**src/pcs_mgmt_pkg.sv**
```systemverilog
// Constants shared by the PCS management register bank.
// Assumes a 9-bit word offset and 16-bit register data on the management port.
`default_nettype none
package pcs_mgmt_pkg;

    localparam int          ADDR_WIDTH            = 9;
    localparam int          DATA_WIDTH            = 16;

    localparam logic [8:0]  OFS_PCS_CONTROL       = 9'h000;
    localparam logic [8:0]  OFS_PCS_STATUS        = 9'h001;
    localparam logic [8:0]  OFS_ADVERTISED        = 9'h004;
    localparam logic [8:0]  OFS_PARTNER           = 9'h005;
    localparam logic [8:0]  OFS_AUTONEG_EXPANSION = 9'h006;
    localparam logic [8:0]  OFS_EVENT_STATUS      = 9'h008;
    localparam logic [8:0]  OFS_EVENT_ENABLE      = 9'h009;
    localparam logic [8:0]  OFS_EVENT_FORCE_SET   = 9'h00a;
    localparam logic [8:0]  OFS_CONFIG_SOURCE     = 9'h00e;
    localparam logic [8:0]  OFS_EXTENDED_STATUS   = 9'h00f;
    localparam logic [8:0]  OFS_RECOVERY_FIRST    = 9'h010;
    localparam logic [8:0]  OFS_RECOVERY_LAST     = 9'h01c;
    localparam int          RECOVERY_COUNT        = 13;
    localparam logic [8:0]  OFS_DEBUG_CONTROL_0   = 9'h100;
    localparam logic [8:0]  OFS_DEBUG_CONTROL_1   = 9'h101;
    localparam logic [8:0]  OFS_FIFO_STATUS       = 9'h109;
    localparam logic [8:0]  OFS_DEBUG_CONTROL_10  = 9'h10a;
    localparam logic [8:0]  OFS_DEBUG_CONTROL_11  = 9'h10b;

    // Control register field positions.
    localparam int          CTRL_RESET_BIT        = 15;
    localparam int          CTRL_LOOPBACK_BIT     = 14;
    localparam int          CTRL_SPEED_LOW_BIT    = 13;
    localparam int          CTRL_AUTONEG_EN_BIT   = 12;
    localparam int          CTRL_POWER_DOWN_BIT   = 11;
    localparam int          CTRL_ISOLATE_BIT      = 10;
    localparam int          CTRL_RESTART_BIT      = 9;
    localparam int          CTRL_DUPLEX_BIT       = 8;
    localparam int          CTRL_COLLISION_BIT    = 7;
    localparam int          CTRL_SPEED_HIGH_BIT   = 6;
    localparam int          CTRL_UNIDIR_BIT       = 5;
    localparam logic [15:0] CTRL_WRITABLE_MASK    = 16'hffe0;

    // Status register field positions and constant bits.
    localparam int          STAT_AUTONEG_DONE_BIT = 5;
    localparam int          STAT_LINK_BIT         = 2;
    localparam logic [15:0] STAT_FIXED_BITS       = 16'h0188;

    // Advertised ability rate field.
    localparam int          ADV_RATE_HIGH_BIT     = 11;
    localparam int          ADV_RATE_LOW_BIT      = 10;

    localparam int          CFG_SOURCE_BIT        = 0;

    localparam logic [1:0]  SPEED_10M             = 2'b00;
    localparam logic [1:0]  SPEED_100M            = 2'b01;
    localparam logic [1:0]  SPEED_1G              = 2'b10;
    localparam logic [1:0]  SPEED_RESERVED        = 2'b11;

    localparam logic [15:0] CTRL_RESET_VALUE      = 16'h0000;
    localparam logic [15:0] ADV_RESET_VALUE       = 16'h0000;
    localparam logic [15:0] CFG_RESET_VALUE       = 16'h0000;
    localparam logic [15:0] REG_RESET_VALUE       = 16'h0000;

endpackage
`default_nettype wire

```
**src/event_bank.sv**
```systemverilog
// Sticky event status with enable and force-set, for the management bank.
// Assumes one-cycle write strobes from the register decoder.
`timescale 1ns/1ns
`default_nettype none
module event_bank (
    input  wire logic        clk,
    input  wire logic        rst,
    input  wire logic [15:0] core_events,
    input  wire logic        clear_write,
    input  wire logic        enable_write,
    input  wire logic        force_write,
    input  wire logic [15:0] wdata,
    output logic      [15:0] status_q,
    output logic      [15:0] enable_q,
    output logic             pending_q
);

    logic [15:0] status_d;

    // Setting wins over write-one-to-clear, so no event is lost.
    always_comb begin
        status_d = status_q & ~(clear_write ? wdata : 16'h0000);
        status_d = status_d | core_events;
        status_d = status_d | (force_write ? wdata : 16'h0000);
    end

    always_ff @(posedge clk or posedge rst) begin
        if (rst) begin
            status_q <= pcs_mgmt_pkg::REG_RESET_VALUE;
        end else begin
            status_q <= status_d;
        end
    end

    always_ff @(posedge clk or posedge rst) begin
        if (rst) begin
            enable_q <= pcs_mgmt_pkg::REG_RESET_VALUE;
        end else if (enable_write) begin
            enable_q <= wdata;
        end
    end

    always_ff @(posedge clk or posedge rst) begin
        if (rst) begin
            pending_q <= 1'b0;
        end else begin
            pending_q <= |(status_q & enable_q);
        end
    end

    property p_force_sets;
        @(posedge clk) disable iff (rst)
        force_write |=> ((status_q & $past(wdata)) == $past(wdata));
    endproperty
    a_force_sets: assert property (p_force_sets) else $error("force-set write did not set status bits");

    property p_event_sticky;
        @(posedge clk) disable iff (rst)
        (core_events != 16'h0000) |=> ((status_q & $past(core_events)) == $past(core_events));
    endproperty
    a_event_sticky: assert property (p_event_sticky) else $error("core event was not recorded");

    property p_enable_signals;
        @(posedge clk) disable iff (rst)
        ((status_q & enable_q) != 16'h0000) |=> pending_q;
    endproperty
    a_enable_signals: assert property (p_enable_signals) else $error("enabled event did not signal");

endmodule
`default_nettype wire

```
**src/link_latch.sv**
```systemverilog
// Latch-low link status bit, refreshed by a read of the status register.
// Assumes status_read is a one-cycle strobe at the accepting edge of the read.
`timescale 1ns/1ns
`default_nettype none
module link_latch (
    input  wire logic clk,
    input  wire logic rst,
    input  wire logic link_up,
    input  wire logic status_read,
    output logic      link_status_q
);

    // A loss in the same cycle as a read wins, so the drop is still reported.
    always_ff @(posedge clk or posedge rst) begin
        if (rst) begin
            link_status_q <= 1'b0;
        end else if (!link_up) begin
            link_status_q <= 1'b0;
        end else if (status_read) begin
            link_status_q <= 1'b1;
        end
    end

    property p_link_loss_latches;
        @(posedge clk) disable iff (rst)
        !link_up |=> !link_status_q;
    endproperty
    a_link_loss_latches: assert property (p_link_loss_latches) else $error("link loss not latched");

    property p_link_held_low;
        @(posedge clk) disable iff (rst)
        (!link_status_q && !status_read) |=> !link_status_q;
    endproperty
    a_link_held_low: assert property (p_link_held_low) else $error("link bit rose without a read");

    property p_link_read_refresh;
        @(posedge clk) disable iff (rst)
        (status_read && link_up) |=> link_status_q;
    endproperty
    a_link_read_refresh: assert property (p_link_read_refresh) else $error("read did not refresh link bit");

endmodule
`default_nettype wire

```
**src/pcs_management_registers.sv**
```systemverilog
// Management register bank of a gigabit / SGMII PCS: decode, storage and control outputs.
// Assumes a simple memory-mapped management port whose requests are synchronous to clk.
`timescale 1ns/1ns
`default_nettype none
module pcs_management_registers (
    input  wire logic          clk,
    input  wire logic          rst,
    input  wire logic          mgmt_request,
    input  wire logic          mgmt_write,
    input  wire logic [8:0]    mgmt_offset,
    input  wire logic [15:0]   mgmt_wdata,
    output logic               mgmt_ready,
    output logic               mgmt_rdata_valid,
    output logic      [15:0]   mgmt_rdata,
    input  wire logic          gbe_mode,
    input  wire logic          link_up,
    input  wire logic          autoneg_complete,
    input  wire logic [15:0]   partner_ability_in,
    input  wire logic [15:0]   autoneg_expansion_in,
    input  wire logic [15:0]   extended_status_in,
    input  wire logic [15:0]   fifo_state_in,
    input  wire logic [15:0]   core_events,
    output logic               core_reset,
    output logic               loopback_enable,
    output logic               power_down,
    output logic               isolate,
    output logic               autoneg_enable,
    output logic               autoneg_restart,
    output logic               duplex_full,
    output logic               collision_test,
    output logic               unidirectional,
    output logic      [1:0]    mii_rate,
    output logic      [15:0]   advertised_ability,
    output logic               internal_config_sel,
    output logic               events_flagged,
    output logic      [207:0]  recovery_config,
    output logic      [15:0]   debug_control_0,
    output logic      [15:0]   debug_control_1,
    output logic      [15:0]   debug_control_10,
    output logic      [15:0]   debug_control_11
);

    logic        wr_req;
    logic        rd_req;
    logic [15:0] ctrl_q;
    logic [15:0] adv_q;
    logic [15:0] cfg_q;
    logic [15:0] dbg0_q;
    logic [15:0] dbg1_q;
    logic [15:0] dbg10_q;
    logic [15:0] dbg11_q;
    logic [15:0] recovery_q [0:12];
    logic [15:0] event_status;
    logic [15:0] event_enable;
    logic        link_status;
    logic [15:0] rdata_d;
    logic        mapped;
    logic [15:0] rdata_q;
    logic        rvalid_q;
    logic [1:0]  rate_d;
    logic [1:0]  rate_q;
    logic [1:0]  speed_code;
    logic [3:0]  recovery_index;
    logic        recovery_hit;

    // Exact match of the request offset against one register.
    function automatic logic hit(input logic [8:0] offset, input logic [8:0] target);
        hit = (offset == target);
    endfunction

    // Speed code as the host sees it; gigabit mode pins it to the one-gigabit code.
    function automatic logic [1:0] speed_of(input logic [15:0] ctrl, input logic gbe);
        if (gbe) begin
            speed_of = pcs_mgmt_pkg::SPEED_1G;
        end else begin
            speed_of = {ctrl[pcs_mgmt_pkg::CTRL_SPEED_HIGH_BIT], ctrl[pcs_mgmt_pkg::CTRL_SPEED_LOW_BIT]};
        end
    endfunction

    // The port never stalls, so requests are taken on every edge they are present.
    assign mgmt_ready = 1'b1;
    assign wr_req     = mgmt_request && mgmt_write;
    assign rd_req     = mgmt_request && !mgmt_write;

    assign recovery_hit   = (mgmt_offset >= pcs_mgmt_pkg::OFS_RECOVERY_FIRST) &&
                            (mgmt_offset <= pcs_mgmt_pkg::OFS_RECOVERY_LAST);
    assign recovery_index = 4'(mgmt_offset - pcs_mgmt_pkg::OFS_RECOVERY_FIRST);

    // Self-clearing bits stay set for exactly one cycle after the write that sets them.
    always_ff @(posedge clk or posedge rst) begin
        if (rst) begin
            ctrl_q <= pcs_mgmt_pkg::CTRL_RESET_VALUE;
        end else if (wr_req && hit(mgmt_offset, pcs_mgmt_pkg::OFS_PCS_CONTROL)) begin
            ctrl_q <= mgmt_wdata & pcs_mgmt_pkg::CTRL_WRITABLE_MASK;
        end else begin
            ctrl_q[pcs_mgmt_pkg::CTRL_RESET_BIT]   <= 1'b0;
            ctrl_q[pcs_mgmt_pkg::CTRL_RESTART_BIT] <= 1'b0;
        end
    end

    always_ff @(posedge clk or posedge rst) begin
        if (rst) begin
            adv_q <= pcs_mgmt_pkg::ADV_RESET_VALUE;
        end else if (wr_req && hit(mgmt_offset, pcs_mgmt_pkg::OFS_ADVERTISED)) begin
            adv_q <= mgmt_wdata;
        end
    end

    always_ff @(posedge clk or posedge rst) begin
        if (rst) begin
            cfg_q <= pcs_mgmt_pkg::CFG_RESET_VALUE;
        end else if (wr_req && hit(mgmt_offset, pcs_mgmt_pkg::OFS_CONFIG_SOURCE)) begin
            cfg_q <= mgmt_wdata;
        end
    end

    always_ff @(posedge clk or posedge rst) begin
        if (rst) begin
            dbg0_q  <= pcs_mgmt_pkg::REG_RESET_VALUE;
            dbg1_q  <= pcs_mgmt_pkg::REG_RESET_VALUE;
            dbg10_q <= pcs_mgmt_pkg::REG_RESET_VALUE;
            dbg11_q <= pcs_mgmt_pkg::REG_RESET_VALUE;
        end else if (wr_req) begin
            if (hit(mgmt_offset, pcs_mgmt_pkg::OFS_DEBUG_CONTROL_0)) begin
                dbg0_q <= mgmt_wdata;
            end
            if (hit(mgmt_offset, pcs_mgmt_pkg::OFS_DEBUG_CONTROL_1)) begin
                dbg1_q <= mgmt_wdata;
            end
            if (hit(mgmt_offset, pcs_mgmt_pkg::OFS_DEBUG_CONTROL_10)) begin
                dbg10_q <= mgmt_wdata;
            end
            if (hit(mgmt_offset, pcs_mgmt_pkg::OFS_DEBUG_CONTROL_11)) begin
                dbg11_q <= mgmt_wdata;
            end
        end
    end

    always_ff @(posedge clk or posedge rst) begin
        if (rst) begin
            for (int i = 0; i < pcs_mgmt_pkg::RECOVERY_COUNT; i++) begin
                recovery_q[i] <= pcs_mgmt_pkg::REG_RESET_VALUE;
            end
        end else if (wr_req && recovery_hit) begin
            recovery_q[recovery_index] <= mgmt_wdata;
        end
    end

    event_bank u_events (
        .clk          (clk),
        .rst          (rst),
        .core_events  (core_events),
        .clear_write  (wr_req && hit(mgmt_offset, pcs_mgmt_pkg::OFS_EVENT_STATUS)),
        .enable_write (wr_req && hit(mgmt_offset, pcs_mgmt_pkg::OFS_EVENT_ENABLE)),
        .force_write  (wr_req && hit(mgmt_offset, pcs_mgmt_pkg::OFS_EVENT_FORCE_SET)),
        .wdata        (mgmt_wdata),
        .status_q     (event_status),
        .enable_q     (event_enable),
        .pending_q    (events_flagged)
    );

    link_latch u_link (
        .clk           (clk),
        .rst           (rst),
        .link_up       (link_up),
        .status_read   (rd_req && hit(mgmt_offset, pcs_mgmt_pkg::OFS_PCS_STATUS)),
        .link_status_q (link_status)
    );

    assign speed_code = speed_of(ctrl_q, gbe_mode);

    // Read decode; anything not listed, reserved bits included, returns zero.
    always_comb begin
        rdata_d = 16'h0000;
        mapped  = 1'b1;
        if (recovery_hit) begin
            rdata_d = recovery_q[recovery_index];
        end else begin
            case (mgmt_offset)
                pcs_mgmt_pkg::OFS_PCS_CONTROL: begin
                    rdata_d = ctrl_q;
                    rdata_d[pcs_mgmt_pkg::CTRL_SPEED_HIGH_BIT] = speed_code[1];
                    rdata_d[pcs_mgmt_pkg::CTRL_SPEED_LOW_BIT]  = speed_code[0];
                end
                pcs_mgmt_pkg::OFS_PCS_STATUS: begin
                    rdata_d = pcs_mgmt_pkg::STAT_FIXED_BITS;
                    rdata_d[pcs_mgmt_pkg::STAT_AUTONEG_DONE_BIT] = autoneg_complete;
                    rdata_d[pcs_mgmt_pkg::STAT_LINK_BIT]         = link_status;
                end
                pcs_mgmt_pkg::OFS_ADVERTISED:        rdata_d = adv_q;
                pcs_mgmt_pkg::OFS_PARTNER:           rdata_d = partner_ability_in;
                pcs_mgmt_pkg::OFS_AUTONEG_EXPANSION: rdata_d = autoneg_expansion_in;
                pcs_mgmt_pkg::OFS_EVENT_STATUS:      rdata_d = event_status;
                pcs_mgmt_pkg::OFS_EVENT_ENABLE:      rdata_d = event_enable;
                pcs_mgmt_pkg::OFS_EVENT_FORCE_SET:   rdata_d = 16'h0000;
                pcs_mgmt_pkg::OFS_CONFIG_SOURCE:     rdata_d = cfg_q;
                pcs_mgmt_pkg::OFS_EXTENDED_STATUS:   rdata_d = extended_status_in;
                pcs_mgmt_pkg::OFS_DEBUG_CONTROL_0:   rdata_d = dbg0_q;
                pcs_mgmt_pkg::OFS_DEBUG_CONTROL_1:   rdata_d = dbg1_q;
                pcs_mgmt_pkg::OFS_FIFO_STATUS:       rdata_d = fifo_state_in;
                pcs_mgmt_pkg::OFS_DEBUG_CONTROL_10:  rdata_d = dbg10_q;
                pcs_mgmt_pkg::OFS_DEBUG_CONTROL_11:  rdata_d = dbg11_q;
                default: begin
                    rdata_d = 16'h0000;
                    mapped  = 1'b0;
                end
            endcase
        end
    end

    always_ff @(posedge clk or posedge rst) begin
        if (rst) begin
            rdata_q  <= 16'h0000;
            rvalid_q <= 1'b0;
        end else begin
            rvalid_q <= rd_req;
            if (rd_req) begin
                rdata_q <= rdata_d;
            end
        end
    end

    assign mgmt_rdata_valid = rvalid_q;
    assign mgmt_rdata       = rdata_q;

    // Rate selection: gigabit mode always runs at one gigabit.
    always_comb begin
        if (gbe_mode) begin
            rate_d = pcs_mgmt_pkg::SPEED_1G;
        end else if (ctrl_q[pcs_mgmt_pkg::CTRL_AUTONEG_EN_BIT]) begin
            rate_d = {adv_q[pcs_mgmt_pkg::ADV_RATE_HIGH_BIT], adv_q[pcs_mgmt_pkg::ADV_RATE_LOW_BIT]};
        end else begin
            rate_d = speed_code;
        end
    end

    always_ff @(posedge clk or posedge rst) begin
        if (rst) begin
            rate_q <= pcs_mgmt_pkg::SPEED_10M;
        end else begin
            rate_q <= rate_d;
        end
    end

    assign mii_rate            = rate_q;
    assign core_reset          = ctrl_q[pcs_mgmt_pkg::CTRL_RESET_BIT];
    assign loopback_enable     = ctrl_q[pcs_mgmt_pkg::CTRL_LOOPBACK_BIT];
    assign power_down          = ctrl_q[pcs_mgmt_pkg::CTRL_POWER_DOWN_BIT];
    assign isolate             = ctrl_q[pcs_mgmt_pkg::CTRL_ISOLATE_BIT];
    assign autoneg_enable      = ctrl_q[pcs_mgmt_pkg::CTRL_AUTONEG_EN_BIT];
    assign autoneg_restart     = ctrl_q[pcs_mgmt_pkg::CTRL_RESTART_BIT];
    assign duplex_full         = ctrl_q[pcs_mgmt_pkg::CTRL_DUPLEX_BIT];
    assign collision_test      = ctrl_q[pcs_mgmt_pkg::CTRL_COLLISION_BIT];
    assign unidirectional      = ctrl_q[pcs_mgmt_pkg::CTRL_UNIDIR_BIT];
    assign advertised_ability  = adv_q;
    assign internal_config_sel = cfg_q[pcs_mgmt_pkg::CFG_SOURCE_BIT];
    assign debug_control_0     = dbg0_q;
    assign debug_control_1     = dbg1_q;
    assign debug_control_10    = dbg10_q;
    assign debug_control_11    = dbg11_q;

    for (genvar g = 0; g < pcs_mgmt_pkg::RECOVERY_COUNT; g++) begin : g_recovery
        assign recovery_config[g*16 +: 16] = recovery_q[g];
    end

    property p_unmapped_zero;
        @(posedge clk) disable iff (rst)
        (rd_req && !mapped) |=> (mgmt_rdata_valid && mgmt_rdata == 16'h0000);
    endproperty
    a_unmapped_zero: assert property (p_unmapped_zero) else $error("unmapped read not zero");

    property p_reserved_zero;
        @(posedge clk) disable iff (rst)
        (rd_req && hit(mgmt_offset, pcs_mgmt_pkg::OFS_PCS_CONTROL)) |=> (mgmt_rdata[4:0] == 5'h00);
    endproperty
    a_reserved_zero: assert property (p_reserved_zero) else $error("reserved control bits not zero");

    property p_reset_self_clears;
        @(posedge clk) disable iff (rst)
        (wr_req && hit(mgmt_offset, pcs_mgmt_pkg::OFS_PCS_CONTROL) && mgmt_wdata[15])
        |=> core_reset ##1 (!core_reset || $past(wr_req));
    endproperty
    a_reset_self_clears: assert property (p_reset_self_clears) else $error("core reset not a single pulse");

    property p_restart_self_clears;
        @(posedge clk) disable iff (rst)
        (autoneg_restart && !(wr_req && hit(mgmt_offset, pcs_mgmt_pkg::OFS_PCS_CONTROL))) |=> !autoneg_restart;
    endproperty
    a_restart_self_clears: assert property (p_restart_self_clears) else $error("restart bit stuck");

    property p_gbe_speed_read;
        @(posedge clk) disable iff (rst)
        (rd_req && gbe_mode && hit(mgmt_offset, pcs_mgmt_pkg::OFS_PCS_CONTROL))
        |=> (mgmt_rdata[6] && !mgmt_rdata[13]);
    endproperty
    a_gbe_speed_read: assert property (p_gbe_speed_read) else $error("gigabit speed code not forced");

    property p_rate_follows_adv;
        @(posedge clk) disable iff (rst)
        (!gbe_mode && autoneg_enable) |=> (mii_rate == $past(adv_q[11:10]));
    endproperty
    a_rate_follows_adv: assert property (p_rate_follows_adv) else $error("rate ignores advertised bits");

    property p_rate_follows_speed;
        @(posedge clk) disable iff (rst)
        (!gbe_mode && !autoneg_enable) |=> (mii_rate == {$past(ctrl_q[6]), $past(ctrl_q[13])});
    endproperty
    a_rate_follows_speed: assert property (p_rate_follows_speed) else $error("rate ignores speed field");

    property p_loopback_write;
        @(posedge clk) disable iff (rst)
        (wr_req && hit(mgmt_offset, pcs_mgmt_pkg::OFS_PCS_CONTROL))
        |=> (loopback_enable == $past(mgmt_wdata[14]) && power_down == $past(mgmt_wdata[11]));
    endproperty
    a_loopback_write: assert property (p_loopback_write) else $error("control write not applied");

    property p_config_select;
        @(posedge clk) disable iff (rst)
        (wr_req && hit(mgmt_offset, pcs_mgmt_pkg::OFS_CONFIG_SOURCE))
        |=> (internal_config_sel == $past(mgmt_wdata[0]));
    endproperty
    a_config_select: assert property (p_config_select) else $error("config source select not applied");

endmodule
`default_nettype wire

```
**config.mk**
```make
export PLATFORM = sky130hd
export DESIGN_NAME = pcs_management_registers
export DESIGN_NICKNAME = d
export VERILOG_FILES = /design/src/pcs_mgmt_pkg.sv /design/src/event_bank.sv /design/src/link_latch.sv /design/src/pcs_management_registers.sv
export SDC_FILE = /design/constraint.sdc
export NUM_CORES = 1
export LEC_CHECK = 0
export BUFFER_PORTS_ARGS = -buffer_cell sky130_fd_sc_hd__clkbuf_2
export CAP_MARGIN = 40
export CELL_PAD_IN_SITES_DETAIL_PLACEMENT = 1
export CELL_PAD_IN_SITES_GLOBAL_PLACEMENT = 1
export CORE_UTILIZATION = 43
export CTS_BUF_LIST = sky130_fd_sc_hd__clkbuf_16
export CTS_CLUSTER_DIAMETER = 80
export DETAILED_ROUTE_END_ITERATION = 8
export GPL_TIMING_DRIVEN = 0
export PLACE_DENSITY = 0.78
export RECOVER_POWER = 50
export SLEW_MARGIN = 20
export SYNTH_ARGS = -nofsm -noshare
export SYNTH_HDL_FRONTEND = slang
export SYNTH_SLANG_ARGS = --single-unit
```
**constraint.sdc**
```tcl
create_clock -name clk -period 13.9 [get_ports clk]
set_input_delay 0 -clock clk [delete_from_list [all_inputs] [get_ports clk]]
set_output_delay 0 -clock clk [all_outputs]
set_load 0.005 [all_outputs]
```
# Yosys cells after proc, flatten, opt, wreduce, memory -nomap -nowiden
# Index checks and enable logic that the tools add are counted.
totals:
  register_bits: 368
  latchBits: 0
  ram_bits: 0
  mem_bits_ro: 0
  input_bits: 112
  output_inout_bits: 319
  word_cells: 90
  memories: 0
classes:
  n_addsub: 1
  mul: 0
  n_div: 0
  n_lt_le_gt_ge: 4
  eq_ne: 15
  n_shift: 0
  muxes: 17
  bitwise: 6
  n_reduce_logical: 19
ops:
  columns: ["operator", "n"]
  rows:
  - ["$pmux 16 s14", 1]
  - ["$bwmux 208", 1]
  - ["$mux 16", 6]
  - ["$bmux 16 s4", 1]
  - ["$demux 16 s4", 1]
  - ["$eq 9x4->1 const B", 5]
  - ["$eq 9x9->1 const B", 5]
  - ["$and 16x16->16", 2]
  - ["$or 16x16->16", 2]
  - ["$eq 9x3->1 const B", 3]
  - ["$not 16->16", 1]
  - ["$reduce_or 16->1", 1]
  - ["$logic_and 1x1->1", 12]
  - ["$eq 9x1->1 const B", 1]
  - ["$ge 9x5->1 const B", 1]
  - ["$le 9x5->1 const B", 1]
  - ["$logic_not 9->1", 1]
  - ["$reduce_and 2->1", 4]
  - ["$mux 2", 3]
  - ["$ge 5x5->1 const B", 1]
  - ["$lt 5x1->1 const B", 1]
  - ["$not 4->5", 1]
  - ["$mux 1", 4]
  - ["$sub 4x1->4 const B", 1]
  - ["other kinds (2)", 2]

# Depth between registers and ports, before layout
# Gate-level depths: netlist of the first run.
depth:
  ltp_word: 7
  depth_mapped: 11
  mapped_depth_nobuf: 6

# By module
# Synthesis of the first run repeated with hierarchy kept, for this count alone.
unflattened:
  cells_unflattened: 1353
  area_unflattened_um2: 17853.4
by_module_without_submodules:
  columns: ["mod", "instances", "cells_each", "area_per_inst_um2", "seq_area_each_um2"]
  rows:
  - ["pcs_management_registers", 1, 1253, 16440.8, 8358.0]
  - ["event_bank", 1, 97, 1376.3, 825.8]
  - ["link_latch", 1, 3, 36.3, 25.0]

# Worst setup path after synthesis of the first run
# OpenSTA, ideal clock, no wires.
synth_path:
  path_type: "flip-flop to output port"
  startpoint: "register ctrl_q[12]"
  endpoint: "output autoneg_enable"
  arrival_ps: 408
  required_time_ps: 13900
  setup_slack_ps: 13492
  path_stages_with_launch: 1
  n_path_buf: 0
  cell_sequence: "dfrtp_1"
synth_lines:
  columns: ["element", "line", "text"]
  rows:
  - ["start: declaration", "pcs_management_registers.sv:45", "logic [15:0] ctrl_q;"]
  - ["start signal: assignment", "pcs_management_registers.sv:92", "ctrl_q <= pcs_mgmt_pkg::CTRL_RESET_VALUE;"]
  - ["start signal: assignment", "pcs_management_registers.sv:94", "ctrl_q <= mgmt_wdata & pcs_mgmt_pkg::CTRL_WRITABLE_MASK;"]
  - ["end: declaration", "pcs_management_registers.sv:27", "output logic autoneg_enable,"]
# No word-level cell between the ends.

==> summary.md, run 1 <==
| Metric | Value |
|---|---|
| PD cells | 106.6 nW/um2 |
| Via count | 15480 |
| Pleak | 11.07 nW |
| Placed Area | 20720 um2 |
| Status | finished with violations |
| DP Cell Count | 2326 |
| Setup TNS | 0 ns |
| Peak supply drop | 0.08152 mV |
| Final clock skew | 0.01613 ns |
| Worst Path Required | 13.17 ns |
| Clock sink count | 368 |
| Setup Fix Bufs, Post-CTS | 0 |
| Power share of the clock group | 43.9% |
| CP arrival | 6.58 ns |
| Area leader, netlist | dfrtp_1 |
| Largest net degree at the start of global routing | 106 |
| PostCTS Resize Cnt | 0 |
| EDFF count, synth | 0 |
| Worst-path fanout max | 105 |
| IO Port Bufs | 426 |
| Sw frac | 27.43% |
| Post-synthesis sequential area ratio | 51.97% |
| Drt first pass iters | 5 |
| Flop pwr share | 46.4% |
| CTS H-Tree Depth | 2 |
| Clock tree buffer depth | 3 |
| Ranking of synthesized cells by area | dfrtp_1 52%, mux2_2 21%, mux2i_1 5.6% |
| Slew headroom | -289.3% |
| Fillers | 4300 |
| Max-Cap Viols | 3 |
| Max-slew violation count | 268 |
| Share of the synthesized area in the top cell type | 51.97% |
| Mean number of vias per cell | 6.276 |
| Async set-reset flop share out of synthesis | 100.0% |
| CP Class | primary input to asynchronous set/reset pin |
| Area grow syn2layout | 26.48% |
| Mapped cell area | 17720 um2 |
| Core area | 40740 um2 |
| Final min period | 7.314 ns |
| Clock slew at reported path FFs | 0.06 ns |
| Routed wire length | 84360 um |
| CP startpoint kind | primary input |
| Most frequent cells after synthesis | 368 x dfrtp_1, 330 x mux2_2, 99 x mux2i_1 |
| Fin nets | 2012 |
| Syn_nets | 1467 |
| Net Sw Power | 0.6555 mW |
| CTS tree | done |
| Fmax | 136.7 MHz |
| Initial antenna violation count | 8 |
| Worst setup EP type | asynchronous set/reset pin |
| Final instance area | 22410 um2 |
| Clock root buffer | clkbuf_16 |
| FP Rows | 74 |
| Total CTS buffers | 42 |
| Area of the multi-input gates | 7879 um2 |
| Initial DRC count | 1371 |
| Initial Util | 43.50% |
| Total track usage | 40.00% |
| Grt total ovfl | 0 |
| Post-route insts no fill | 2467 |
| Post-synth cell types | 66 |
| Count leader, synth | dfrtp_1 |
| Int Power | 1.734 mW |
| Worst slew pin tran | 5.839 ns |
| Synthesized area per cell | 13.08 um2 |
| Number of global-route vias before repair | 16150 |
| Worst-skew pair later-pin latency | 0.59 ns |
| Tcrit/Tclk final | 52.62% |
| Top_reg_cell synth | dfrtp_1 |
| Detailed placement HPWL | 61430 um |
| Die Span Y | 205.0 um |
| Synth warnings | 0 |
| Post-synthesis register bit count | 368 |
| Final ANT Viol Nets | 0 |
| Top Ports | 431 |
| Die extent in x | 205.0 um |
| First-pass GRT wire length | 118500 um |
| RSZ-0062 raised after global routing | no |
| Routed len/inst | 34.19 um |
| Die area | 42030 um2 |
| Final hold violation count | 0 |
| Failing checks | capacitance limit, slew limit |
| Post-Synthesis Cells | 1355 |
| CTS Hold Bufs | 61 |
| Comb power frac | 9.7% |
| RD Place Congestion | 0.9703 |
| Ratio of cells with drive above 1 in the final layout | 43.51% |
| Setup ws final | 6.586 ns |
| Final setup vio count | 0 |
| Pre-CTS WS | 10.93 ns |
| Min-delay worst type | primary input to flip-flop |
| FF/Latch Area | 9209 um2 |
| # DRC | 0 |
-- metrics by stage --
stage / hold slack [ns] / power (mW) / util (%)
CTS: 0.004457 / 2.388 / 55.40
floorplan: 0.06641 / 1.223 / -
detailed placement: 0.07642 / 1.345 / 50.86
finish: 0.01942 / 2.390 / 55.02
global route: 0.05203 / 2.440 / 55.01
global placement: 0.2045 / 1.335 / 50.37
-- sequential cells by signal, indices dropped and copies added (netlist names) --
| name | flops |
|---|---|
| debug_control_10 | 16 |
| advertised_ability | 16 |
| debug_control_1 | 16 |
| debug_control_11 | 16 |
| recovery_config | 208 |
| cfg_q | 16 |
| u_events.pending_q | 1 |
| u_link.link_status_q | 1 |
| debug_control_0 | 16 |
| u_events.enable_q | 16 |
| mii_rate | 2 |
| mgmt_rdata_valid | 1 |
| ctrl_q | 11 |
| u_events.status_q | 16 |
| mgmt_rdata | 16 |
-- layout by cell type, fill, tap and decap left out, types with 5 or more instances in the layout --
cell type	count
dfrtp_1	368
clkbuf_2	334
mux2_2	330
clkbuf_1	145
mux2i_1	99
nor2_1	61
dlygate4sd3_1	61
nand2_1	47
clkbuf_16	42
buf_2	38
o22ai_1	34
a221oi_1	28
a21oi_1	23
buf_4	19
mux4_2	19
a22oi_1	19
a221o_1	18
inv_1	17
clkinv_1	15
o21ai_0	15
nor3_1	14
buf_6	12
a22o_1	11
nor2b_1	10
nand3_2	10
a2111oi_0	9
a31oi_1	8
and2_1	7
buf_1	7
mux2_1	7
nor2_2	6
a211oi_1	6
nand3_1	5
nand2b_1	5
or3b_2	5
o22a_1	5
-- layout make-up --
| class | instances | share of cell area [%] |
|---|---|---|
| flip-flops and latches | 368 | 41.09 |
| multi-input cells | 862 | 35.15 |
| repair buffers | 501 | 12.39 |
| clock buffers | 42 | 4.689 |
| well taps | 532 | 2.970 |
| plain buffers | 119 | 2.746 |
| clock inverters | 35 | 0.8373 |
| inverters | 6 | 0.1061 |
| diodes | 2 | 0.02233 |
-- critical path: stages --
cell and delay [ns]:
dlygate4sd3_1 0.53, clkbuf_2 0.11, clkinvlp_2 1.59, clkbuf_1 4.15
-- layer usage --
layer  part of all wire, %  vias up  GRT usage, %  routed length, um
li1                      -     6153             -                  -
met1                    39     8049         52.46              33260
met2                    45     1015         61.33              38110
met3                   9.9      255         9.943               8327
met4                   5.4       10         20.45               4571
met5                 0.095        -             0                 80
-- cells by family after synthesis --
logic type / count (synthesis) / share of synthesized area (%)
buffers and inverters: 125 / 3.601
muxes: 455 / 29.42
DFF: 368 / 51.97
AOI/OAI and AO/OA: 210 / 8.911
and+or+nand+nor: 196 / 6.079
other: 1 / 0.02116
-- final timing paths --
kind,startpoint,endpoint,slack [ns],depth (start not counted)
hold / removal,mgmt_request,ctrl_q[13],0.02,4
min in group asynchronous,rst,recovery_config[100],0.74,3
setup reg to reg,advertised_ability[12],mgmt_rdata[12],11.33,8
max in group clk,mgmt_offset[0],mgmt_rdata[12],10.76,11
hold reg to reg,cfg_q[13],cfg_q[13],0.51,1
setup / recovery,rst,recovery_config[203],6.59,4
-- power by group through the flow --
stage | combinational [mW] | sequential (mW) | clock (mW)
2_1_floorplan | 0.100 | 1.12 | 0
3_3_place_gp | 0.208 | 1.13 | 0
3_5_place_dp | 0.218 | 1.13 | 0
4_1_cts | 0.230 | 1.11 | 1.05
5_1_grt | 0.242 | 1.11 | 1.09
6_report | 0.233 | 1.11 | 1.05
(Power assumes the default switching activity.)
==> inputs of run 2 (changes only) <==
--- a/config.mk
+++ b/config.mk
@@ -5,16 +5,17 @@
 export SDC_FILE = /design/constraint.sdc
 export NUM_CORES = 1
 export LEC_CHECK = 0
+export ABC_AREA = 1
 export BUFFER_PORTS_ARGS = -buffer_cell sky130_fd_sc_hd__clkbuf_2
 export CAP_MARGIN = 40
 export CELL_PAD_IN_SITES_DETAIL_PLACEMENT = 1
 export CELL_PAD_IN_SITES_GLOBAL_PLACEMENT = 1
-export CORE_UTILIZATION = 43
+export CORE_UTILIZATION = 39
 export CTS_BUF_LIST = sky130_fd_sc_hd__clkbuf_16
 export CTS_CLUSTER_DIAMETER = 80
 export DETAILED_ROUTE_END_ITERATION = 8
 export GPL_TIMING_DRIVEN = 0
-export PLACE_DENSITY = 0.78
+export PLACE_DENSITY = 0.79
 export RECOVER_POWER = 50
 export SLEW_MARGIN = 20
 export SYNTH_ARGS = -nofsm -noshare
==> constraint.sdc (replaced) <==
create_clock -name clk -period 6.98 [get_ports clk]
set_input_delay 0 -clock clk [delete_from_list [all_inputs] [get_ports clk]]
set_output_delay 0 -clock clk [all_outputs]
set_load 0.005 [all_outputs]
==> summary.md, run 2 <==
| Metric | Value |
|---|---|
| Worst Path Required | 7.77 ns (-5.40 ns) |
| Flop pwr share | 44.0% (-2.4 points) |
| Max FFs per register | 208 (unchanged) |
| Fmax | 255.2 MHz |
| Async set-reset flop share out of synthesis | 100.0% (unchanged) |
| RSZ-0062 raised after global routing | no |
| Area of the multi-input gates | 7701 um2 (-2.3%) |
| DP Cell Count | 3467 (+49%) |
| Final ANT Viol Nets | 0 (unchanged) |
| Power share of the clock group | 47.3% (+3.4 points) |
| Commonest non-fill, non-tap cell in the layout | nand2_1 |
| Final setup vio count | 0 (unchanged) |
| Area grow syn2layout | 30.60% |
| Synthesized area per cell | 7.455 um2 (-43%) |
| Failing checks | capacitance limit, slew limit |
| Most frequent cells in the layout | 1001 x nand2_1, 368 x dfrtp_1, 343 x o21ai_0 |
| Total track usage | 42.29% (+2.3 points) |
| Routed wire length | 99770 um (+18%) |
| Die area | 46870 um2 (+12%) |
| # DRC | 0 (unchanged) |
| Initial Util | 39.54% (-4.0 points) |
| Fin nets | 3116 (+55%) |
| Grt total ovfl | 0 (unchanged) |
| Total CTS buffers | 44 (+4.8%) |
| Mapped cell area | 17940 um2 (+1.3%) |
| Post-synth cell types | 27 (-59%) |
| Core area | 45380 um2 (+11%) |
| Pleak | 11.97 nW (+8.2%) |
| Min-delay worst type | primary input to flip-flop |
| Worst slew pin tran | 1.906 ns (-3.933 ns) |
| Share of the synthesized area in the top cell type | 51.32% (-0.65 points) |
| Ratio of cells with drive above 1 in the final layout | 14.95% (-29 points) |
| CP startpoint kind | primary input |
| PostCTS Resize Cnt | 0 (unchanged) |
| Max-Cap Viols | 4 (+1) |
| Pre-CTS WS | 4.770 ns (-6.161 ns) |
| CP Class | primary input to asynchronous set/reset pin |
| Most frequent cells after synthesis | 1001 x nand2_1, 368 x dfrtp_1, 343 x o21ai_0 |
| Post-Synthesis Cells | 2407 (+78%) |
| Die Span Y | 216.5 um (+5.6%) |
| Initial DRC count | 2254 (+64%) |
| CTS H-Tree Depth | 2 (unchanged) |
| Tcrit/Tclk final | 56.13% |
| Top Ports | 431 (unchanged) |
| CP arrival | 4.71 ns (-1.87 ns) |
| Comb power frac | 8.7% (-1.0 points) |
| Initial antenna violation count | 5 (-3) |
| CTS tree | done |
| Number of global-route vias before repair | 21330 (+32%) |
| Final hold violation count | 0 (unchanged) |
| Post-synthesis sequential area ratio | 51.32% (-0.65 points) |
| Setup Fix Bufs, Post-CTS | 0 (unchanged) |
| Via count | 21080 (+36%) |
| RD Place Congestion | 0.9959 (+2.6%) |
| FP Rows | 78 (+5.4%) |
| Worst-path fanout max | 33 (-69%) |
| Count leader, synth | nand2_1 |
| Sw frac | 26.59% (-0.84 points) |
| Final min period | 3.918 ns |
| Slew headroom | -27.10% (+260 points) |
| Detailed placement HPWL | 74630 um (+21%) |
| Post-synthesis register bit count | 368 (unchanged) |
| Max-slew violation count | 114 (-57%) |
| Net Sw Power | 1.339 mW (+100%) |
| Worst setup EP type | asynchronous set/reset pin |
| Clock root buffer | clkbuf_16 |
| Synth warnings | 0 (unchanged) |
| Ranking of synthesized cells by area | dfrtp_1 51%, nand2_1 21%, o21ai_0 9.6% |
| Area leader, netlist | dfrtp_1 |
| Peak supply drop | 0.1814 mV (+120%) |
| IO Port Bufs | 427 (+0.23%) |
| Drt first pass iters | 6 (+1) |
| Status | finished with violations |
| Post-route insts no fill | 3641 (+48%) |
| Int Power | 3.696 mW (+110%) |
| Routed len/inst | 27.40 um (-20%) |
| Clock sink count | 368 (unchanged) |
| Top_reg_cell synth | dfrtp_1 |
| Fillers | 5897 (+37%) |
| EDFF count, synth | 0 (unchanged) |
| Worst-skew pair later-pin latency | 0.59 ns (about the same) |
| First-pass GRT wire length | 143900 um (+21%) |
| Hold slack | 0.005934 ns (-0.01348 ns) |
| FF/Latch Area | 9209 um2 (unchanged) |
| Clock tree buffer depth | 3 (unchanged) |
| Mean number of vias per cell | 5.789 (-7.7%) |
| CTS Hold Bufs | 88 (+44%) |
| PD cells | 214.9 nW/um2 (+100%) |
| Clock slew at reported path FFs | 0.06 ns (about the same) |
| Largest net degree at the start of global routing | 36 (-66%) |
| Setup ws final | 3.062 ns (-3.525 ns) |
| Die extent in x | 216.5 um (+5.6%) |
| Final clock skew | 0.01394 ns (-0.002190 ns) |
| Syn_nets | 2519 (+72%) |
[run 2: layout make-up]
cell class	count	share of cell area [%]
antenna	4	0.04271
buffer	174	3.369
clock buffer	45	4.805
clock inverter	34	1.388
inverter	65	1.046
multi-input combinational	1800	32.86
sequential	368	39.30
tap	600	3.203
timing repair buffer	551	13.99
[run 2: per-layer routing]
layer / vias to the layer above / global-route usage (%) / wire length, um
met5: - / 0 / 28
li1: 8913 / - / -
met1: 10700 / 56.72 / 40480
met2: 1176 / 64.39 / 44370
met3: 284 / 9.951 / 9670
met4: 4 / 20.14 / 5226
[run 2: kinds of logic (layout without fill, tap and decap cells)]
family | Yosys count | count (layout) | share of synthesized area, %
DFF | 368 | 368 | 51.32
other | 1 | 5 | 0.02090
and+or+nand+nor | 1420 | 1420 | 32.14
buffers and inverters | 239 | 869 | 5.752
AOI/OAI and AO/OA | 379 | 379 | 10.77
[run 2: path summary, 6_finish.rpt]
check | cells past startpoint | slack (ns) | end | start
setup / recovery | 10 | 3.06 | recovery_config[61] | rst
hold / removal | 7 | 0.006 | mgmt_rdata[15] | partner_ability_in[15]
setup reg to reg | 8 | 4.68 | mgmt_rdata[3] | u_events.enable_q[3]
hold reg to reg | 2 | 0.50 | cfg_q[11] | cfg_q[11]
max in group clk | 14 | 3.49 | mgmt_rdata[9] | mgmt_offset[8]
min in group asynchronous | 4 | 0.44 | debug_control_10[12] | rst
[run 2: power groups by stage]
stage	Sequential [mW]	Clock (mW)	Combinational (mW)
after CTS	2.21	2.37	0.431
after global routing	2.22	2.44	0.461
final	2.21	2.38	0.439
after global placement	2.25	0	0.359
after detailed placement	2.25	0	0.402
after floorplan	2.24	0	0.158
[run 2: stage by stage]
stage	setup TNS (ns)	cell area (um2)	total power, mW	utilization (%)
global route	0	23430	5.121	51.63
floorplan	0	17950	2.397	-
finish	0	23440	5.036	51.64
detailed placement	0	21360	2.652	47.08
global placement	-58.15	20840	2.610	45.91
CTS	0	23700	5.015	52.22
[run 2: critical path, stage by stage]
cell and delay, ns:
dlygate4sd3_1 0.54, clkbuf_2 0.10, dlygate4sd3_1 0.56, clkinvlp_2 0.20, clkbuf_1 1.17, clkbuf_1 1.17, buf_16 0.26, buf_12 0.23
buf_12 0.22, buf_16 0.19
==> inputs of run 3 (changes only) <==
--- a/config.mk
+++ b/config.mk
@@ -5,7 +5,7 @@
 export SDC_FILE = /design/constraint.sdc
 export NUM_CORES = 1
 export LEC_CHECK = 0
-export ABC_AREA = 1
+export ABC_AREA = 0
 export BUFFER_PORTS_ARGS = -buffer_cell sky130_fd_sc_hd__clkbuf_2
 export CAP_MARGIN = 40
 export CELL_PAD_IN_SITES_DETAIL_PLACEMENT = 1
@@ -15,7 +15,7 @@
 export CTS_CLUSTER_DIAMETER = 80
 export DETAILED_ROUTE_END_ITERATION = 8
 export GPL_TIMING_DRIVEN = 0
-export PLACE_DENSITY = 0.79
+export PLACE_DENSITY = 0.75
 export RECOVER_POWER = 50
 export SLEW_MARGIN = 20
 export SYNTH_ARGS = -nofsm -noshare
==> constraint.sdc (replaced) <==
create_clock -name clk -period 3.32 [get_ports clk]
set_input_delay 0 -clock clk [delete_from_list [all_inputs] [get_ports clk]]
set_output_delay 0 -clock clk [all_outputs]
set_load 0.005 [all_outputs]
==> summary.md, run 3 (synthesis gave the netlist of run 1 again) <==
| Metric | Value |
|---|---|
| Status | finished with violations |
| Failing checks | capacitance limit, slew limit |
| Slew headroom | -22.17% (+4.9 points) |
| Min-delay worst type | primary input to flip-flop |
| Hold Path End | ctrl_q[13] |
| Clock root buffer | clkbuf_16 |
| Worst Path Required | 3.79 ns (-3.98 ns) |
| Final min period | 2.812 ns |
| Hold Path Origin | mgmt_request |
| Tcrit/Tclk final | 84.71% |
| Top Ports | 431 (unchanged) |
| PD cells | 456.4 nW/um2 (+110%) |
| RSZ-0062 raised after global routing | no |
| Setup ws final | 0.5075 ns (-2.554 ns) |
| Max-Cap Viols | 2 (-2) |
| IO Port Bufs | 426 (-0.23%) |
| Clock sink count | 368 (unchanged) |
| Final hold violation count | 0 (unchanged) |
| Via count | 15390 (-27%) |
| RD Place Congestion | 0.9525 (-4.4%) |
| CP Class | primary input to flip-flop |
| Drt first pass iters | 5 (-1) |
| Ratio of cells with drive above 1 in the final layout | 38.72% (+24 points) |
| Core area | 44510 um2 (-1.9%) |
| # DRC | 0 (unchanged) |
| Clock tree buffer depth | 3 (unchanged) |
| Initial Util | 39.81% (+0.27 points) |
| Initial antenna violation count | 5 (unchanged) |
| Die Span Y | 215.2 um (-0.62%) |
| Routed wire length | 85660 um (-14%) |
| CP arrival | 3.28 ns (-1.43 ns) |
| First-pass GRT wire length | 120900 um (-16%) |
| Pleak | 10.82 nW (-9.6%) |
| Total CTS buffers | 42 (-4.5%) |
| Final ANT Viol Nets | 0 (unchanged) |
| Routed len/inst | 33.82 um (+23%) |
| Die area | 46290 um2 (-1.2%) |
| Area grow syn2layout | 27.65% |
| CTS H-Tree Depth | 2 (unchanged) |
| Final setup vio count | 0 (unchanged) |
| Pre-CTS WS | 0.2805 ns (-4.489 ns) |
| Worst setup EP type | flip-flop |
| Most frequent cells in the layout | 368 x dfrtp_1, 330 x mux2_2, 255 x clkbuf_1 |
| Worst reg2reg path depth | 6 (-2) |
| Fmax | 355.6 MHz |
| Setup Fix Bufs, Post-CTS | 0 (unchanged) |
| Grt total ovfl | 0 (unchanged) |
| Peak supply drop | 0.3786 mV (+110%) |
| Total track usage | 36.82% (-5.5 points) |
| Worst-skew pair later-pin latency | 0.59 ns (about the same) |
| Worst-path fanout max | 10 (-70%) |
| Clock slew at reported path FFs | 0.07 ns (about the same) |
| Commonest non-fill, non-tap cell in the layout | dfrtp_1 |
| Number of global-route vias before repair | 16170 (-24%) |
| Worst reg2reg path startpoint | recovery_config[7] |
| Hold path cells | 4 (-3) |
| Fin nets | 2019 (-35%) |
| Mean number of vias per cell | 6.075 (+4.9%) |
| Initial DRC count | 1335 (-41%) |
| Detailed placement HPWL | 63700 um (-15%) |
| Die extent in x | 215.2 um (-0.62%) |
| Final clock skew | 0.02011 ns (+0.006165 ns) |
| Max-slew violation count | 63 (-45%) |
| Hold slack | 0.02773 ns (+0.02179 ns) |
| Worst r2r dst | mgmt_rdata[7] |
| CP startpoint kind | primary input |
| CTS tree | done |
| Reg2reg setup slack | 0.97 ns (-3.71 ns) |
| FP Rows | 77 (-1.3%) |
| Worst slew pin tran | 1.833 ns (-0.07388 ns) |
| Largest net degree at the start of global routing | 35 (-2.8%) |
| Max FFs per register | 208 (unchanged) |
## run 3: how the worst max path moves through the flow
stage | start | endpoint | slack (ns) | cells after the start
floorplan | rst | advertised_ability[0] | -1.62 | 1
global placement | rst | advertised_ability[12] | -3.90 | 2
detailed placement | mgmt_offset[1] | mgmt_rdata[0] | 0.28 | 9
CTS | mgmt_write | mgmt_rdata[15] | 0.69 | 8
global route | rst | recovery_config[57] | 0.38 | 4
finish | mgmt_write | mgmt_rdata[15] | 0.51 | 8
## run 3: worst max-delay path, cell delays in order
cell,delay (ns)
dlygate4sd3_1,0.60
clkbuf_2,0.20
nand2b_1,0.12
clkbuf_1,0.51
clkinv_1,0.55
clkbuf_1,0.42
o22a_1,0.30
dlygate4sd3_1,0.57
## run 3: cell type report
| type | count | area [um2] |
|---|---|---|
| fillers | 4863 | 21890 |
| flip-flops and latches | 368 | 9209 |
| repair buffers | 508 | 2793 |
| plain buffers | 119 | 615.6 |
| well taps | 592 | 740.7 |
| multi-input cells | 862 | 7879 |
| clock inverters | 29 | 224.0 |
| inverters | 6 | 23.77 |
| clock buffers | 45 | 1126 |
| diodes | 4 | 10.01 |
## run 3: timing repair
action | CTS | global route
hold buffers | 59 | 0
resized for setup | 0 | 0
endpoints found under the hold margin | 149 | 0
## run 3: per-stage QoR
stage                     total power, mW  TNS (ns)  utilization, %  std cells  cell area, um2
after floorplan                     5.120   -595.49               -       1355           17720
after global placement              5.603  -1415.07           46.28       2373           20600
after detailed placement            5.663         0           47.07       2393           20950
after CTS                           10.35         0           51.43       2526           22890
after global routing                10.57         0           50.80       2529           22610
final                               10.32         0           50.82       2533           22620
## run 3: where the power goes
| group | total [mW] | switching (mW) | internal, mW |
|---|---|---|---|
| sequential | 4.64 | 0.0754 | 4.56 |
| combinational | 1.00 | 0.667 | 0.333 |
| clock | 4.68 | 1.95 | 2.74 |
| total | 10.3 | 2.69 | 7.63 |
## run 3: routing by layer
| layer | up-vias | global-route usage, % | share of wire (%) | routed length, um |
|---|---|---|---|---|
| met3 | 235 | 8.011 | 8.8 | 7573 |
| met5 | - | 0 | 0.032 | 27 |
| met4 | 4 | 18.75 | 5.4 | 4614 |
| li1 | 6177 | - | - | - |
| met2 | 949 | 57.82 | 46 | 39230 |
| met1 | 8022 | 47.91 | 40 | 34210 |
